[config.mk]
export PLATFORM = sky130hd
export DESIGN_NAME = pmes_status
export DESIGN_NICKNAME = d
export VERILOG_FILES = /design/src/hdl/pmes_pkg.sv /design/src/hdl/pmes_bm_detect.sv /design/src/hdl/pmes_status.sv /design/src/hdl/pmes_wrap_timer.sv
export SDC_FILE = /design/constraint.sdc
export NUM_CORES = 1
export LEC_CHECK = 0
export BUFFER_PORTS_ARGS = -buffer_cell sky130_fd_sc_hd__buf_2
export CELL_PAD_IN_SITES_DETAIL_PLACEMENT = 2
export CELL_PAD_IN_SITES_GLOBAL_PLACEMENT = 2
export CORE_ASPECT_RATIO = 0.5
export CORE_MARGIN = 2
export CORE_UTILIZATION = 37
export DETAILED_ROUTE_END_ITERATION = 10
export PLACE_DENSITY = 0.84
export SLEW_MARGIN = 30
export SYNTH_ARGS = -nofsm -noshare
export SYNTH_HDL_FRONTEND = slang
export SYNTH_SLANG_ARGS = --single-unit
[constraint.sdc]
create_clock -name ref_clk_i -period 9.2 [get_ports ref_clk_i]
set_input_delay 1.38 -clock ref_clk_i [delete_from_list [all_inputs] [get_ports ref_clk_i]]
set_output_delay 1.38 -clock ref_clk_i [all_outputs]
set_load 0.005 [all_outputs]
[src/hdl/pmes_pkg.sv]
// Shared constants and carrier types for the power-management event status low byte.
package pmes_pkg;

    // Status byte layout.
    localparam int STS_W = 8;
    localparam int TW_BIT = 0;
    localparam int BMB_BIT = 4;
    localparam int FA_BIT = 5;
    localparam logic [STS_W-1:0] STS_RESET = 8'h00;
    // Implemented bits per variant; everything else reads zero.
    localparam logic [STS_W-1:0] STS_MASK_MOBILE = 8'h31;
    localparam logic [STS_W-1:0] STS_MASK_DESKTOP = 8'h21;

    // Free-running timer.
    localparam int TMR_W = 24;
    localparam int TMR_WATCH_BIT = 22;
    localparam logic [TMR_W-1:0] TMR_RESET = 24'h000000;

    // Timing: core clock rate and the wrap interval in seconds, as printed.
    localparam int unsigned CLK_HZ = 200000000;
    localparam real TIMER_WRAP_S = 2.3435;
    // The watched bit rises once every 2^(TMR_WATCH_BIT+1) timer ticks.
    localparam real TICKS_PER_WRAP = 2.0 ** (TMR_WATCH_BIT + 1);
    localparam int unsigned TICK_HZ = int'(TICKS_PER_WRAP / TIMER_WRAP_S);
    // Wrap interval in core clock cycles, rounded down.
    localparam longint unsigned WRAP_CYCLES = longint'($floor(TIMER_WRAP_S * CLK_HZ));
    localparam int ACC_W = 32;

    // Bus-master sources.
    localparam int PCI_REQ_W = 6;
    localparam int PCI_IRQ_W = 8;
    localparam int INT_BM_W = 4;
    localparam int USB_CTRL_N = 2;
    localparam int USB_PORT_N = 2;

    typedef struct packed {
        logic global_suspend;
        logic [USB_PORT_N-1:0] port_suspended;
        logic run;
    } pmes_usb_t;

    // All break sources, active high, already in the core clock domain.
    typedef struct packed {
        logic [PCI_IRQ_W-1:0] pci_irq;
        logic [PCI_REQ_W-1:0] pci_req;
        logic [INT_BM_W-1:0] int_req;
        logic gfx_busy;
        pmes_usb_t [USB_CTRL_N-1:0] usb;
        logic ide_start;
    } pmes_bm_src_t;

endpackage : pmes_pkg

[src/hdl/pmes_bm_detect.sv]
// Bus-master break detector: folds every activity source into one registered level.
`timescale 1ns/1ps
`default_nettype none

module pmes_bm_detect
    import pmes_pkg::*;
(
    input wire logic ref_clk_i,
    input wire logic srst_i,
    input wire pmes_bm_src_t src_i,
    output logic bm_break_o
);

    // A controller counts only when awake, running and with a live port.
    function automatic logic usb_active(input pmes_usb_t u);
        usb_active = !u.global_suspend && !(&u.port_suspended) && u.run; // [RL7]
    endfunction : usb_active

    logic [USB_CTRL_N-1:0] usb_act;

    genvar g;
    generate
        for (g = 0; g < USB_CTRL_N; g++) begin : g_usb
            assign usb_act[g] = usb_active(src_i.usb[g]);
        end
    endgenerate

    logic activity;
    assign activity = (|src_i.pci_req) || (|src_i.int_req) || src_i.gfx_busy
        || (|usb_act); // [RL6]

    always_ff @(posedge ref_clk_i) begin
        if (srst_i) begin
            bm_break_o <= 1'b0;
        end else begin
            bm_break_o <= (|src_i.pci_irq) || activity || src_i.ide_start; // [RL5] [RL8]
        end
    end

endmodule : pmes_bm_detect
`default_nettype wire

[src/hdl/pmes_status.sv]
// Power-management event status low byte: flags, write-1-clear port and interrupt routing.
//
// Summary of operation
// RL1 - Firmware-attention flag, bit 5, sets when firmware asks for the handler.
// RL2 - Firmware release write raises a system-control interrupt and sets firmware-attention.
// RL3 - Writing 1 clears firmware-attention; writing 0 leaves it alone.
// RL4 - Mobile variant: bus-master-break flag, bit 4, sets on deep-idle break request.
// RL5 - Break events: any PCI interrupt line or internal bus-master activity.
// RL6 - Activity: PCI request, internal request, graphics busy, or active USB controller.
// RL7 - USB active: not globally suspended, a port awake, and run bit set.
// RL8 - IDE bus-master controller with start bit set also sets bus-master-break.
// RL9 - Writing 1 clears bus-master-break; writing 0 has no effect.
// RL10 - Timer-wrap flag, bit 0, sets on each rise of timer bit 22.
// RL11 - Timer-wrap flag sets periodically, every 2.3435 seconds.
// RL12 - With timer-wrap enable, flag raises system-control or management-mode interrupt.
// RL13 - Writing 1 clears timer-wrap; the handler issues that write.
// RL14 - Routing bit set gives system-control interrupt, clear gives management-mode interrupt.
// RL15 - Firmware-attention never makes management-mode interrupt; no flag here makes wake.
// RL16 - System-control interrupt while firmware-attention flag and its enable are set.
// RL17 - Timer-wrap enable clear gives no interrupt; set, routing bit selects the type.
// RL18 - A set and a write-1 clear in one cycle leave the flag set.
// RL19 - Bits 7:6, 3:1, and bit 4 on non-mobile, read zero, ignore writes.
`timescale 1ns/1ps
`default_nettype none

module pmes_status
    import pmes_pkg::*;
#(
    parameter bit MOBILE_VARIANT = 1'b1,
    parameter int unsigned TICK_INC = TICK_HZ,
    parameter int unsigned TICK_MOD = CLK_HZ,
    parameter logic [TMR_W-1:0] TMR_INIT = TMR_RESET
) (
    input wire logic ref_clk_i,
    input wire logic srst_i,
    // Status register I/O port.
    input wire logic io_wr_i,
    input wire logic io_rd_i,
    input wire logic [STS_W-1:0] io_wdata_i,
    output logic [STS_W-1:0] io_rdata_o,
    output logic io_rvalid_o,
    // Loose control bits held elsewhere in the power-management block.
    input wire logic firmware_release_bit_i,
    input wire logic firmware_attention_enable_i,
    input wire logic timer_wrap_enable_i,
    input wire logic route_to_sys_control_irq_i,
    // Bus-master sources from pins, active low.
    input wire logic [PCI_REQ_W-1:0] pci_req_n_i,
    input wire logic [PCI_IRQ_W-1:0] pci_irq_line_n_i,
    input wire logic graphics_port_busy_n_i,
    // Bus-master sources from on-chip logic on this clock.
    input wire logic [INT_BM_W-1:0] int_bm_req_i,
    input wire pmes_usb_t [USB_CTRL_N-1:0] usb_status_i,
    input wire logic ide_bus_master_ctrl_start_i,
    // Interrupt outputs and timer value.
    output logic sys_control_irq_o,
    output logic mgmt_mode_irq_o,
    output logic [TMR_W-1:0] timer_value_o
);

    localparam logic [STS_W-1:0] STS_MASK = MOBILE_VARIANT ? STS_MASK_MOBILE : STS_MASK_DESKTOP;
    localparam int PIN_W = PCI_REQ_W + PCI_IRQ_W + 1;

    // ------------------------------------------------------------------
    // Pin synchronisers. The first stage feeds only the second stage, so a
    // metastable sample never reaches the activity decode.
    // ------------------------------------------------------------------
    logic [PIN_W-1:0] pin_raw_n;
    logic [PIN_W-1:0] pin_meta_q;
    logic [PIN_W-1:0] pin_sync_q;

    assign pin_raw_n = {pci_req_n_i, pci_irq_line_n_i, graphics_port_busy_n_i};

    always_ff @(posedge ref_clk_i) begin
        if (srst_i) begin
            pin_meta_q <= {PIN_W{1'b1}};
            pin_sync_q <= {PIN_W{1'b1}};
        end else begin
            pin_meta_q <= pin_raw_n;
            pin_sync_q <= pin_meta_q;
        end
    end

    // ------------------------------------------------------------------
    // Bus-master break detection.
    // ------------------------------------------------------------------
    pmes_bm_src_t bm_src;
    logic bm_break;

    always_comb begin
        bm_src = '0;
        bm_src.pci_req = ~pin_sync_q[PIN_W-1 -: PCI_REQ_W];
        bm_src.pci_irq = ~pin_sync_q[PCI_IRQ_W:1];
        bm_src.gfx_busy = ~pin_sync_q[0];
        bm_src.int_req = int_bm_req_i;
        bm_src.usb = usb_status_i;
        bm_src.ide_start = ide_bus_master_ctrl_start_i;
    end

    pmes_bm_detect u_bm_detect (
        .ref_clk_i(ref_clk_i),
        .srst_i(srst_i),
        .src_i(bm_src),
        .bm_break_o(bm_break)
    );

    // ------------------------------------------------------------------
    // Free-running timer.
    // ------------------------------------------------------------------
    logic timer_wrap;

    pmes_wrap_timer #(
        .TICK_INC(TICK_INC),
        .TICK_MOD(TICK_MOD),
        .TMR_INIT(TMR_INIT)
    ) u_wrap_timer (
        .ref_clk_i(ref_clk_i),
        .srst_i(srst_i),
        .timer_o(timer_value_o),
        .wrap_o(timer_wrap)
    );

    // ------------------------------------------------------------------
    // Firmware release. A one-cycle pulse from on-chip logic on this clock.
    // ------------------------------------------------------------------
    logic fw_release_q;

    always_ff @(posedge ref_clk_i) begin
        if (srst_i) begin
            fw_release_q <= 1'b0;
        end else begin
            fw_release_q <= firmware_release_bit_i;
        end
    end

    // ------------------------------------------------------------------
    // Write-1-clear decode. Only implemented bits can be cleared.
    // ------------------------------------------------------------------
    logic [STS_W-1:0] clr_req;

    assign clr_req = io_wr_i ? (io_wdata_i & STS_MASK) : '0; // [RL19]

    // ------------------------------------------------------------------
    // Status flags. Hardware set is tested before the clear so that an
    // event landing on a write-1 never disappears.
    // ------------------------------------------------------------------
    logic firmware_attention_flag_q;
    logic bus_master_break_flag_q;
    logic timer_wrap_flag_q;

    always_ff @(posedge ref_clk_i) begin
        if (srst_i) begin
            firmware_attention_flag_q <= STS_RESET[FA_BIT];
        end else if (firmware_release_bit_i) begin
            firmware_attention_flag_q <= 1'b1; // [RL1] [RL2] [RL18]
        end else if (clr_req[FA_BIT]) begin
            firmware_attention_flag_q <= 1'b0; // [RL3]
        end
    end

    always_ff @(posedge ref_clk_i) begin
        if (srst_i) begin
            bus_master_break_flag_q <= STS_RESET[BMB_BIT];
        end else if (!MOBILE_VARIANT) begin
            bus_master_break_flag_q <= 1'b0; // [RL19]
        end else if (bm_break) begin
            bus_master_break_flag_q <= 1'b1; // [RL4] [RL18]
        end else if (clr_req[BMB_BIT]) begin
            bus_master_break_flag_q <= 1'b0; // [RL9]
        end
    end

    always_ff @(posedge ref_clk_i) begin
        if (srst_i) begin
            timer_wrap_flag_q <= STS_RESET[TW_BIT];
        end else if (timer_wrap) begin
            timer_wrap_flag_q <= 1'b1; // [RL10] [RL18]
        end else if (clr_req[TW_BIT]) begin
            timer_wrap_flag_q <= 1'b0; // [RL13]
        end
    end

    logic [STS_W-1:0] status;

    always_comb begin
        status = STS_RESET;
        status[FA_BIT] = firmware_attention_flag_q;
        status[BMB_BIT] = bus_master_break_flag_q;
        status[TW_BIT] = timer_wrap_flag_q;
        status = status & STS_MASK; // [RL19]
    end

    // ------------------------------------------------------------------
    // Read port. Data are captured on the read strobe and answered one
    // cycle later, so a read never sees a half-updated byte.
    // ------------------------------------------------------------------
    always_ff @(posedge ref_clk_i) begin
        if (srst_i) begin
            io_rdata_o <= STS_RESET;
            io_rvalid_o <= 1'b0;
        end else begin
            io_rvalid_o <= io_rd_i;
            if (io_rd_i) begin
                io_rdata_o <= status;
            end
        end
    end

    // ------------------------------------------------------------------
    // Interrupt routing. Both outputs are levels that follow the flags;
    // the release pulse adds one extra cycle of system-control interrupt
    // even while the global enable is clear. None of these flags feeds a
    // wake path, which lives in the upper byte.
    // ------------------------------------------------------------------
    logic tw_irq;
    logic sci_d;
    logic smi_d;

    assign tw_irq = timer_wrap_flag_q && timer_wrap_enable_i; // [RL12] [RL17]
    assign sci_d = (firmware_attention_flag_q && firmware_attention_enable_i) // [RL16]
        || fw_release_q // [RL2]
        || (tw_irq && route_to_sys_control_irq_i); // [RL14]
    assign smi_d = tw_irq && !route_to_sys_control_irq_i; // [RL14] [RL15]

    always_ff @(posedge ref_clk_i) begin
        if (srst_i) begin
            sys_control_irq_o <= 1'b0;
            mgmt_mode_irq_o <= 1'b0;
        end else begin
            sys_control_irq_o <= sci_d;
            mgmt_mode_irq_o <= smi_d;
        end
    end

endmodule : pmes_status
`default_nettype wire

[src/hdl/pmes_wrap_timer.sv]
// Free-running 24-bit timer with a pulse on each rise of its watched bit.
`timescale 1ns/1ps
`default_nettype none

module pmes_wrap_timer
    import pmes_pkg::*;
#(
    parameter int unsigned TICK_INC = TICK_HZ,
    parameter int unsigned TICK_MOD = CLK_HZ,
    // Hardware keeps the reset value; a bench may start the timer near a rise of the
    // watched bit, since a full wrap takes millions of cycles.
    parameter logic [TMR_W-1:0] TMR_INIT = TMR_RESET
) (
    input wire logic ref_clk_i,
    input wire logic srst_i,
    output logic [TMR_W-1:0] timer_o,
    output logic wrap_o
);

    // A phase accumulator gives the exact average tick rate, since the core
    // clock is not an integer multiple of it; the cost is one cycle of jitter.
    logic [ACC_W-1:0] acc_q;
    logic [ACC_W:0] acc_sum;
    logic tick;

    assign acc_sum = {1'b0, acc_q} + ACC_W'(TICK_INC);
    assign tick = acc_sum >= (ACC_W+1)'(TICK_MOD);

    always_ff @(posedge ref_clk_i) begin
        if (srst_i) begin
            acc_q <= '0;
        end else if (tick) begin
            acc_q <= ACC_W'(acc_sum - (ACC_W+1)'(TICK_MOD));
        end else begin
            acc_q <= acc_sum[ACC_W-1:0];
        end
    end

    always_ff @(posedge ref_clk_i) begin
        if (srst_i) begin
            timer_o <= TMR_INIT;
        end else if (tick) begin
            timer_o <= timer_o + 24'h000001;
        end
    end

    logic watch_q;

    always_ff @(posedge ref_clk_i) begin
        if (srst_i) begin
            watch_q <= TMR_INIT[TMR_WATCH_BIT];
            wrap_o <= 1'b0;
        end else begin
            watch_q <= timer_o[TMR_WATCH_BIT];
            wrap_o <= timer_o[TMR_WATCH_BIT] && !watch_q; // [RL10] [RL11]
        end
    end

endmodule : pmes_wrap_timer
`default_nettype wire

After elaboration in Yosys (flattened, before gate mapping)
Index checks and enable logic that the tools add are counted.
- register bits after elaboration: 99
- bits of input ports: 44
- output and inout port bits: 35
- logic and storage cells: 61
- add/subtract/negate cells: 3
- order comparisons: 1
- multiplexer cells: 8
- bitwise operators: 3
- reductions and logical operators: 31
- operators with widths (cell ; count):
    $add 32x22->33 const B ; 1
    $ge 33x28->1 const B ; 1
    $mux 32 ; 1
    $sub 32x28->32 const B ; 1
    $add 24x1->24 const B ; 1
    $logic_and 1x1->1 ; 9
    $not 8->8 ; 1
    $reduce_or 8->1 ; 1
    $logic_or 1x1->1 ; 7
    $logic_not 1->1 ; 6
    $mux 1 ; 6
    $mux 6 ; 1
    $not 6->6 ; 1
    $reduce_bool 2->1 ; 3
    $reduce_or 6->1 ; 1
    $reduce_and 2->1 ; 2
    $reduce_or 4->1 ; 1
    $reduce_or 2->1 ; 1
    $not 1->1 ; 1

Logic depth before layout (Yosys ltp)
Gate-level depths: netlist of run 1.
- depth in word-level cells: 8
- gate-level depth with buffers: 14
- mapped depth without buffers: 12

Cells and area by module
From an unflattened synthesis of run 1, not the netlist that was laid out.
- cell total of the unflattened synthesis: 691
- area total of the unflattened synthesis: 5869.4 um2
- modules (own cells, without submodules) (module ; times used ; cells an instance ; area each (um2) ; seq. area each (um2)):
    pmes_wrap_timer ; 1 ; 565 ; 4516.8 ; 1161.1
    pmes_status ; 1 ; 114 ; 1261.2 ; 800.8
    pmes_bm_detect ; 1 ; 12 ; 91.3 ; 20.0

Worst setup path after synthesis of run 1
No wires, ideal clock.
- path kind: register -> register
- start point: register u_wrap_timer.acc_q[0]
- end point: register u_wrap_timer.acc_q[23]
- setup time: 0.128 ns
- arrival: 2.974 ns
- data required time: 9.072 ns
- setup slack: 6.098 ns
- stages on the path, launching flop included: 12
- buffers on the path: 0
- period minus slack after synthesis: 3.102 ns
- path through: dfxtp_1 -> ha_1 -> and3_1 -> a211o_2 -> a211oi_2 -> xor2_1 -> nor3_2 -> o21ai_1 -> o31a_4 -> a2111oi_1 -> xor2_1 -> nor2_1
- longest elaborated chain between the ends: 3
- elaborated cells between the ends (all ways): 4
- those cells by class: add/sub (2); order compare (1); mux (1)
- ends and longest elaborated chain (item ; RTL line ; text):
    from (decl) ; pmes_wrap_timer.sv:22 ; logic [ACC_W-1:0] acc_q;
    from (signal assigned) ; pmes_wrap_timer.sv:33 ; acc_q <= ACC_W'(acc_sum - (ACC_W+1)'(TICK_MOD));
    from (signal assigned) ; pmes_wrap_timer.sv:35 ; acc_q <= acc_sum[ACC_W-1:0];
    $add 32x22->33 * ; pmes_wrap_timer.sv:26 ; assign acc_sum = {1'b0, acc_q} + ACC_W'(TICK_INC);
    $sub 32x28->32 / $ge 33x28->1 (equally long branches) ; pmes_wrap_timer.sv:33, pmes_wrap_timer.sv:27 ;
    $mux 32 * ; pmes_wrap_timer.sv:32 ; end else if (tick) begin
Every way passes the cells marked *; elsewhere a longest branch is shown, timed or not.
A chain may end at the register's enable or synchronous reset.

Worst setup path in the final report of run 1
Same ends and word-level chain as after synthesis.

==> flow_summary.ini, run 1 <==
[status]
status = finished clean

[setup_path]
crit_end = u_wrap_timer.acc_q[23]
required_ps = 9420
reg2reg_from = u_wrap_timer.acc_q[0]
crit_path_end_kind = register
startpoint_type = register
ff2ff_path_depth = 12
critPathMaxFanout = 32
critPathLaunch = u_wrap_timer.acc_q[0]
worstReg2RegEnd = u_wrap_timer.acc_q[23]
arrival_ps = 4580
path_class = register to register
r2r_slack_ps = 4840

[power_and_ir_drop]
power.density_nw_per_um2 = 300
power.leakage_nw = 2.28
vdd_ir_drop_max_uv = 128

[routing]
wl_um = 15500
drtPass1Iterations = 4
drcViolationCount = 0
via_per_inst = 5.30
drt_iter0_drc = 124
avgRoutedWirePerCell_um = 18.6
num_vias = 4439
ant_nets = 0

[cts]
cts_tree = done
cts_buffers = 9
post_cts_buffers = 0
htree_levels = 3
cts_resized = 0
hold_buffers = 0
numClockSinks = 99
clk_pin_slew_ps = 80
clockRootBuffer = clkbuf_16
cts.path.max_buffers = 2
clk_latency_ps = 360

[grt]
grt_pass1_wl_um = 25400
grt_usage = 0.215
grt_start_max_net_pins = 102
grt_pass1_vias = 4793
antenna_found_initial = 0
gr-total-overflow = 0

[yosys]
synth.avg_cell_area_um2 = 8.85
synth_cells = 591
synthArstFlopShare = 0
syn-cell-area_um2 = 5230
yosys_warnings = 0
yosys.area.top_type = dfxtp_1
synth.distinct_cells = 74
synth_top_area_frac = 0.379
synth_edf_count = 0
ys_ff_latch = 99
synth_top_flop_cell = dfxtp_1
synth-seq-area-share = 0.379
synth_area_leaders = dfxtp_1 38%, xnor2_1 7.5%, nor2_1 5.5%

[sta]
skew_ps = 12.3
fmax_ghz = 0.229
drv_slew = 0
fin_crit_sh = 0.474
hold_violations = 0
relSlewSlack = 0.406
rsz0062_at_grt = false
finalSetupViolCount = 0
finalSetupTns_ps = 0
tightest_slew_ps = 885
post-route-min-period_ps = 4360

[die]
core-area_um2 = 13700
start_util = 0.383
die_w_um = 172
io_pins = 79
dieHeight_um = 88.1
rows = 30
dieArea_um2 = 15200

[placed_design]
port-buffer-count = 68
dpl.hpwl_um = 10600
post_dp_cell_area_um2 = 5640
gp_congestion = 0.808

[layout]
nNetsFinal = 688
finish.instance_area_um2 = 5930
final_layout_size_suffix_gt1_frac = 0.260
diodes = 0
area_growth_pct = 13.5

[min_path]
min_path_type = register to register

[flow_run]
cap_violations = 0
[report_power, final]
group	switching (mW)	internal, mW	leakage [nW]	total (mW)
clock	0.192	0.191	0.145	0.383
combinational	0.528	0.296	1.32	0.824
sequential	0.0829	0.488	0.814	0.571
[how the worst min path moves through the flow]
stage / from / endpoint / slack [ps] / cells after the start
2_1_floorplan: u_wrap_timer.watch_q / u_wrap_timer.wrap_o / 370 / 1
6_report: pin_meta_q[14] / pin_sync_q[14] / 420 / 1
3_5_place_dp: u_wrap_timer.watch_q / u_wrap_timer.wrap_o / 390 / 1
3_3_place_gp: u_wrap_timer.watch_q / u_wrap_timer.wrap_o / 380 / 1
5_1_grt: u_wrap_timer.watch_q / u_wrap_timer.wrap_o / 430 / 1
4_1_cts: pin_meta_q[14] / pin_sync_q[14] / 420 / 1
[kinds of logic after synthesis]
kind of cell,Yosys count,share of synthesized area
AOI/OAI and AO/OA,114,0.178
and+or+nand+nor,256,0.265
muxes,6,0.0120
xor gates and xnor gates,65,0.110
DFF,99,0.379
buffers and inverters,46,0.0459
other,1,0.000717
adders and majority gates,4,0.00957
[area by class of cell]
class / count / area, um^2
Sequential cell: 99 / 1980
Fill cell: 1525 / 7730
Clock buffer: 9 / 225
Tap cell: 192 / 240
Clock inverter: 7 / 67.6
Timing Repair Buffer: 70 / 359
Inverter: 10 / 37.5
Multi-Input combinational cell: 450 / 3020
[layout by cell type (no fill, tap or decap), types with 5 or more instances in the layout]
master,instances
a211oi_2,9
buf_2,68
conb_1,5
and3_1,8
nand2_1,35
o21ai_0,16
nand3_1,22
inv_1,10
a21oi_2,20
nor2b_1,12
nor3_1,9
nand4_1,17
or2_2,32
a211o_1,6
and4_1,7
nor2_1,76
nand2b_1,10
xor2_1,19
clkbuf_16,9
dfxtp_1,99
xnor2_1,45
a21oi_1,23
[registers in the layout, summed over array words and instances (netlist names)]
| name | count |
|---|---|
| bus_master_break_flag_q | 1 |
| fw_release_q | 1 |
| u_wrap_timer.timer_o | 24 |
| u_wrap_timer.watch_q | 1 |
| io_rvalid_o | 1 |
| firmware_attention_flag_q | 1 |
| pin_sync_q | 15 |
| mgmt_mode_irq_o | 1 |
| timer_wrap_flag_q | 1 |
| pin_meta_q | 15 |
| u_bm_detect.bm_break_o | 1 |
| io_rdata_o | 3 |
| sys_control_irq_o | 1 |
| u_wrap_timer.wrap_o | 1 |
| u_wrap_timer.acc_q | 32 |
[worst max-delay path, cell delays in order (launching register included)]
cell and delay [ps]:
dfxtp_1 450, ha_1 300, and3_1 340, a211o_2 260
o21ai_1 90, xnor2_1 710, nand4_1 210, nor4_2 400
a31oi_4 240, buf_4 390, a2111oi_1 570, xor2_1 190
nor2_1 50
[synth_stat cells, types with 3 or more instances]
| master | number |
|---|---|
| nor3_1 | 9 |
| o21ai_0 | 16 |
| a211o_1 | 6 |
| or2_2 | 32 |
| nand2b_1 | 10 |
| buf_4 | 7 |
| nor3b_1 | 4 |
| nor2_1 | 76 |
| buf_1 | 3 |
| nand2_1 | 35 |
| xor2_1 | 19 |
| and3_1 | 8 |
| xnor2_1 | 45 |
| nand3_1 | 22 |
| a21oi_2 | 20 |
| o211a_1 | 3 |
| buf_6 | 4 |
| inv_1 | 10 |
| and4_1 | 7 |
| nand3b_1 | 4 |
| o21ai_1 | 3 |
| dfxtp_1 | 99 |
| buf_2 | 9 |
| nand4_1 | 17 |
| ha_1 | 4 |
| or2_1 | 3 |
| a211oi_2 | 9 |
| a21oi_1 | 23 |
| a21boi_0 | 4 |
| clkbuf_1 | 13 |
| mux2i_1 | 4 |
| nor2b_1 | 12 |
[metrics by stage]
stage / power [mW] / util / setup slack (ps) / instances / hold slack, ps
2_1_floorplan: 1.23 / - / 6100 / 595 / 367
3_3_place_gp: 1.34 / 0.413 / 5000 / 821 / 375
3_5_place_dp: 1.39 / 0.413 / 4840 / 821 / 395
4_1_cts: 1.79 / 0.434 / 4820 / 837 / 420
5_1_grt: 1.90 / 0.434 / 4520 / 837 / 427
6_report: 1.78 / 0.434 / 4840 / 837 / 418
[layer usage]
layer	up-vias	routed length [um]	GRT usage
met5	-	0	0
met3	12	504	0.0502
met2	70	7900	0.396
li1	2130	-	-
met1	2227	6980	0.260
met4	0	150	0.0451
Power figures use the tool's default switching activity.
==> run 2, diff against run 1 <==
--- a/config.mk
+++ b/config.mk
@@ -5,14 +5,15 @@
 export SDC_FILE = /design/constraint.sdc
 export NUM_CORES = 1
 export LEC_CHECK = 0
+export ABC_AREA = 1
 export BUFFER_PORTS_ARGS = -buffer_cell sky130_fd_sc_hd__buf_2
 export CELL_PAD_IN_SITES_DETAIL_PLACEMENT = 2
 export CELL_PAD_IN_SITES_GLOBAL_PLACEMENT = 2
 export CORE_ASPECT_RATIO = 0.5
 export CORE_MARGIN = 2
-export CORE_UTILIZATION = 37
+export CORE_UTILIZATION = 28
 export DETAILED_ROUTE_END_ITERATION = 10
-export PLACE_DENSITY = 0.84
+export PLACE_DENSITY = 0.76
 export SLEW_MARGIN = 30
 export SYNTH_ARGS = -nofsm -noshare
 export SYNTH_HDL_FRONTEND = slang
==> constraint.sdc (replaced) <==
create_clock -name ref_clk_i -period 3.6 [get_ports ref_clk_i]
set_input_delay 0.54 -clock ref_clk_i [delete_from_list [all_inputs] [get_ports ref_clk_i]]
set_output_delay 0.54 -clock ref_clk_i [all_outputs]
set_load 0.005 [all_outputs]
==> flow_summary.ini, run 2 <==
[routing]
avgRoutedWirePerCell_um = 16.9
drcViolationCount = 0
wl_um = 21400
num_vias = 6170
via_per_inst = 4.88
ant_nets = 0
drt_iter0_drc = 274
drtPass1Iterations = 4

[power_and_ir_drop]
p_seq_frac = 0.281
p_switching_mw = 2.51
switching_share = 0.493
p_clk_frac = 0.202
power.leakage_nw = 3.10
vdd_ir_drop_max_uv = 300
p_int_mw = 2.59
power.density_nw_per_um2 = 753
finalPower_mw = 5.10
pwr-share-comb = 0.517

[layout]
postLayoutCoreUtil = 0.330
diodes = 0
final_layout_size_suffix_gt1_frac = 0.171
layout_common_cells = 262 x nand2_1, 144 x nor2_1, 99 x dfxtp_1
top_regs = u_wrap_timer.acc_q (32), u_wrap_timer.timer_o (24)
layout_commonest_cell = nand2_1
fin_cells = 1265
top_register = u_wrap_timer.acc_q
largest_register_ffs = 32
nNetsFinal = 1035
area_growth_pct = 15.5

[yosys]
synth.avg_cell_area_um2 = 6.36
yosys.area.top_type = dfxtp_1
synth_top_area_frac = 0.338
yosys_warnings = 0
synth_compound_gate_area_share = 0.0558
muxShareOfSynthArea = 0
synthArstFlopShare = 0
synth.distinct_cells = 35
syn-cell-area_um2 = 5870
ys_ff_latch = 99
synth_area_leaders = dfxtp_1 34%, nand2_1 17%, nor2_1 9.2%
synth-seq-area-share = 0.338
synthXorXnorAreaFrac = 0.0403
synth_top_family_by_area = simple AND/OR/NAND/NOR gates
synth-simple-area-share = 0.464
synthAdderAreaFrac = 0.00853
synth.top_cells.by_count = 262 x nand2_1, 144 x nor2_1, 99 x dfxtp_1
synth_edf_count = 0
synth_most_common_cell = nand2_1
synth_cells = 923
synth_top_flop_cell = dfxtp_1

[sta]
fin_crit_sh = 0.901
finalSetupViolCount = 0
finalSetupTns_ps = 0
tightest_slew_ps = 738
drv_slew = 0
post-route-min-period_ps = 3240
skew_ps = 9.42
relSlewSlack = 0.508
hold_violations = 0
fmax_ghz = 0.308
rsz0062_at_grt = false

[setup_path]
critPathMaxFanout = 14
crit_path_end_kind = register
path_class = register to register
required_ps = 3850
arrival_ps = 3490
startpoint_type = register

[grt]
grt_pass1_wl_um = 34600
antenna_found_initial = 0
grt_start_max_net_pins = 73
grt_pass1_vias = 6700
grt_usage = 0.197
gr-total-overflow = 0

[cts]
hold_buffers = 0
clockRootBuffer = clkbuf_16
numClockSinks = 99
clk_latency_ps = 360
cts.path.max_buffers = 2
clk_pin_slew_ps = 70
cts_tree = done
cts_buffers = 9
htree_levels = 3

[min_path]
min_path_type = primary input to register

[die]
io_pins = 79
start_util = 0.286
rows = 37
dieHeight_um = 106
dieArea_um2 = 22200
die_w_um = 209
core-area_um2 = 20600

[placed_design]
dpl.hpwl_um = 16500
gp_congestion = 0.833
post-place-cells = 1248
port-buffer-count = 68

[status]
status = finished clean

[flow_run]
cap_violations = 0
[run 2: cell types whose count changed after synthesis, moves of 12 or more]
cell | previous run | this run
a21oi_1 | 23 | 51
a21oi_2 | 20 | 0
inv_1 | 10 | 81
nand2_1 | 35 | 262
nand2_2 | 0 | 14
nand3_1 | 22 | 74
nand4_1 | 17 | 33
nor2_1 | 76 | 144
nor2b_1 | 12 | 0
o21ai_0 | 16 | 4
xnor2_1 | 45 | 8
[run 2: cell families after synthesis]
family,Yosys count
adder cells (fa/ha/maj),4
AO/OA/AOI/OAI,63
XOR/XNOR,27
flip-flops,99
AND/OR/NAND/NOR,605
other,1
buffers and inverters,124
[run 2: per-stage QoR]
step / hold slack, ps / instance area, um^2 / setup slack [ps]
2_1_floorplan: 375 / 5890 / 948
3_3_place_gp: 385 / 6460 / 454
3_5_place_dp: 397 / 6460 / 307
4_1_cts: 346 / 6770 / 255
5_1_grt: 347 / 6780 / 26.7
6_report: 362 / 6780 / 355
[run 2: per-layer routing]
metal,GRT usage,share of wire,up-vias
met3,0.0328,0.034,18
li1,-,-,3047
met1,0.248,0.47,3024
met4,0.0469,0.013,0
met2,0.351,0.48,81
met5,0,0,-
[run 2: path summary, 6_finish.rpt]
| check | depth (start not counted) | from | slack (ps) | end |
|---|---|---|---|---|
| setup / recovery | 19 | u_wrap_timer.acc_q[0] | 360 | u_wrap_timer.acc_q[13] |
| hold / removal | 2 | route_to_sys_control_irq_i | 360 | mgmt_mode_irq_o |
| setup reg to reg | 19 | u_wrap_timer.acc_q[0] | 360 | u_wrap_timer.acc_q[13] |
| hold reg to reg | 1 | u_wrap_timer.watch_q | 400 | u_wrap_timer.wrap_o |
[run 2: layout make-up]
type / count / area [um^2]
multi-input combinational: 705 / 3360
clock inverter: 5 / 66.3
inverter: 94 / 353
clock buffer: 11 / 243
timing repair buffer: 78 / 428
sequential: 99 / 1980
fill: 2587 / 13800
tap: 273 / 342
[run 2: critical path, stage by stage, from the launching register on]
cell and delay (ps):
dfxtp_1 430, ha_1 270, nand3_2 160, nor2_4 150, nand2_2 80, nand2_2 90
xor2_1 250, inv_1 70, ha_1 210, nand3_1 110, nor2_1 80, nand2_1 70
nand2_1 100, nor2_1 180, nand3_2 170, nand3_4 260, buf_4 240, nand3_1 90
nand2_1 70, nor2_1 50
[run 2: power groups by stage]
stage	Clock, mW	Sequential, mW	Combinational, mW
5_1_grt	1.11	1.46	2.96
3_5_place_dp	0	1.46	2.57
3_3_place_gp	0	1.46	2.44
2_1_floorplan	0	1.39	1.92
6_report	1.03	1.43	2.64
4_1_cts	1.07	1.44	2.61
[run 2: repair_timing]
item / 4_1_cts / 5_1_grt
resized for setup: 0 / 0
buffers inserted: 0 / 0
setup endpoints to repair: 0 / 6
==> run 3, diff against run 2 <==
--- a/config.mk
+++ b/config.mk
@@ -5,15 +5,15 @@
 export SDC_FILE = /design/constraint.sdc
 export NUM_CORES = 1
 export LEC_CHECK = 0
-export ABC_AREA = 1
 export BUFFER_PORTS_ARGS = -buffer_cell sky130_fd_sc_hd__buf_2
 export CELL_PAD_IN_SITES_DETAIL_PLACEMENT = 2
 export CELL_PAD_IN_SITES_GLOBAL_PLACEMENT = 2
 export CORE_ASPECT_RATIO = 0.5
 export CORE_MARGIN = 2
-export CORE_UTILIZATION = 28
+export CORE_UTILIZATION = 31
 export DETAILED_ROUTE_END_ITERATION = 10
-export PLACE_DENSITY = 0.76
+export PLACE_DENSITY = 0.75
+export SKIP_LAST_GASP = 1
 export SLEW_MARGIN = 30
 export SYNTH_ARGS = -nofsm -noshare
 export SYNTH_HDL_FRONTEND = slang
==> flow_summary.ini, run 3 (same netlist as run 1, synthesis figures left out) <==
[die]
start_util = 0.318
dieHeight_um = 95.8
die_w_um = 188
core-area_um2 = 16400
dieArea_um2 = 18000
io_pins = 79
rows = 33

[cts]
cts_buffers = 9
numClockSinks = 99
clk_latency_ps = 360
cts.path.max_buffers = 2
clockRootBuffer = clkbuf_16
htree_levels = 3
hold_buffers = 0
cts_tree = done
clk_pin_slew_ps = 80

[setup_path]
critPathSlowestCell = dfxtp_1
r2r_slack_ps = 160
startpoint_type = register
ff2ff_path_depth = 12
required_ps = 3850
worstReg2RegEnd = u_wrap_timer.acc_q[30]
path_class = register to register
crit_chain = a211o_1 -> a211o_2 -> a211oi_4 -> buf_4 -> xor2_1 -> nor3_2 -> o21ai_1 -> o31a_4 -> buf_4 -> a211o_1 -> nor3_2 -> nor3b_2
critPathMaxStageDelay_ps = 420
crit_path_end_kind = register
critPathMaxFanout = 13
reg2reg_from = u_wrap_timer.acc_q[8]
arrival_ps = 3690

[layout]
area_growth_pct = 20.5
top_regs = u_wrap_timer.acc_q (32), u_wrap_timer.timer_o (24)
final_layout_size_suffix_gt1_frac = 0.302
multi_input_area_um2 = 3060
fill_cells = 1925
fin_cells = 903
layout_common_cells = 98 x dfxtp_1, 76 x nor2_1, 68 x buf_2
nNetsFinal = 719
diodes = 0
layout_commonest_cell = dfxtp_1
largest_register_ffs = 32
top_register = u_wrap_timer.acc_q
regArea_um2 = 1980

[grt]
grt_pass1_vias = 4642
use_met2 = 0.314
gr-total-overflow = 0
grt_usage = 0.170
top_usage_layer = met2
grt_start_max_net_pins = 68
grt_pass1_wl_um = 24400
antenna_found_initial = 0
grt_use_met1 = 0.205
grtUsageMet3 = 0.0365

[power_and_ir_drop]
power.density_nw_per_um2 = 772
vdd_ir_drop_max_uv = 291
power.leakage_nw = 2.47

[flow_run]
cap_violations = 0

[routing]
avgRoutedWirePerCell_um = 16.5
drcViolationCount = 0
ant_nets = 0
wl_um = 14900
drtPass1Iterations = 4
via_per_inst = 4.99
drt_iter0_drc = 179
num_vias = 4506

[sta]
finalSetupViolCount = 0
skew_ps = 8.23
rsz0062_at_grt = false
fmax_ghz = 0.291
post-route-min-period_ps = 3440
relSlewSlack = 0.653
hold_violations = 0
finalSetupTns_ps = 0
fin_crit_sh = 0.955
drv_slew = 0
tightest_slew_ps = 519

[placed_design]
port-buffer-count = 68
post-place-cells = 885
dpl.hpwl_um = 10900
gp_congestion = 0.785

[min_path]
holdPathStages = 2
worstHoldStart = route_to_sys_control_irq_i
hold-path-endpoint = mgmt_mode_irq_o
min_path_type = primary input to register

[status]
status = finished clean
-- run 3: cell count changes in the layout (fill, tap and decap cells not counted), sizes merged, moves of 16 or more --
cell   before  now
buf        78  101
inv        96   15
nand2     277   36
nand3      81   22
nand4      33   17
nor2      157   76
xnor2       8   45
-- run 3: area by class of cell --
type	instances	area share
Timing Repair Buffer	101	0.0971
Clock inverter	7	0.0149
Tap cell	227	0.0451
Clock buffer	9	0.0357
Inverter	10	0.00596
Sequential cell	99	0.315
Multi-Input combinational cell	450	0.486
-- run 3: critical path: cells and delay by family (launching register included) --
kind                   cells  cell delay [ps]
flip-flops                 1              420
AO/OA/AOI/OAI              6             1830
buffers and inverters      2              400
AND/OR/NAND/NOR            3              590
XOR/XNOR                   1              110
-- run 3: repair_timing --
item | CTS | global route
buffers inserted | 0 | 2
hold endpoints to repair | 0 | 0
endpoints found under the setup margin | 0 | 22
gates resized for setup | 0 | 12
-- run 3: where the power goes --
group          leakage [nW]  switching (mW)  internal (mW)
Combinational          1.50            1.40          0.985
Sequential            0.815           0.189           1.25
Clock                 0.156           0.530          0.511
-- run 3: metal layers --
layer,part of all wire,vias up
met1,0.46,2236
met5,0,-
met3,0.025,18
met4,0.011,0
li1,-,2205
met2,0.50,47
-- run 3: worst max path at each step --
| stage | startpoint | to | depth (start not counted) |
|---|---|---|---|
| final | u_wrap_timer.acc_q[8] | u_wrap_timer.acc_q[30] | 12 |
| after global routing | u_wrap_timer.acc_q[17] | u_wrap_timer.acc_q[23] | 11 |
| after CTS | u_wrap_timer.acc_q[8] | u_wrap_timer.acc_q[24] | 12 |
| after detailed placement | u_wrap_timer.acc_q[8] | u_wrap_timer.acc_q[24] | 12 |
| after global placement | u_wrap_timer.acc_q[1] | u_wrap_timer.acc_q[26] | 14 |
| after floorplan | u_wrap_timer.acc_q[0] | u_wrap_timer.acc_q[23] | 11 |
-- run 3: through the flow --
stage | power (mW) | hold slack, ps | utilization | instance area (um^2) | setup slack (ps)
6_report | 4.86 | 348 | 0.383 | 6300 | 160
4_1_cts | 4.83 | 339 | 0.379 | 6230 | 52.3
3_3_place_gp | 3.65 | 373 | 0.360 | 5910 | 200
3_5_place_dp | 3.74 | 378 | 0.360 | 5910 | 85.3
5_1_grt | 5.22 | 346 | 0.383 | 6300 | 12.0
2_1_floorplan | 3.13 | 367 | - | 5240 | 498
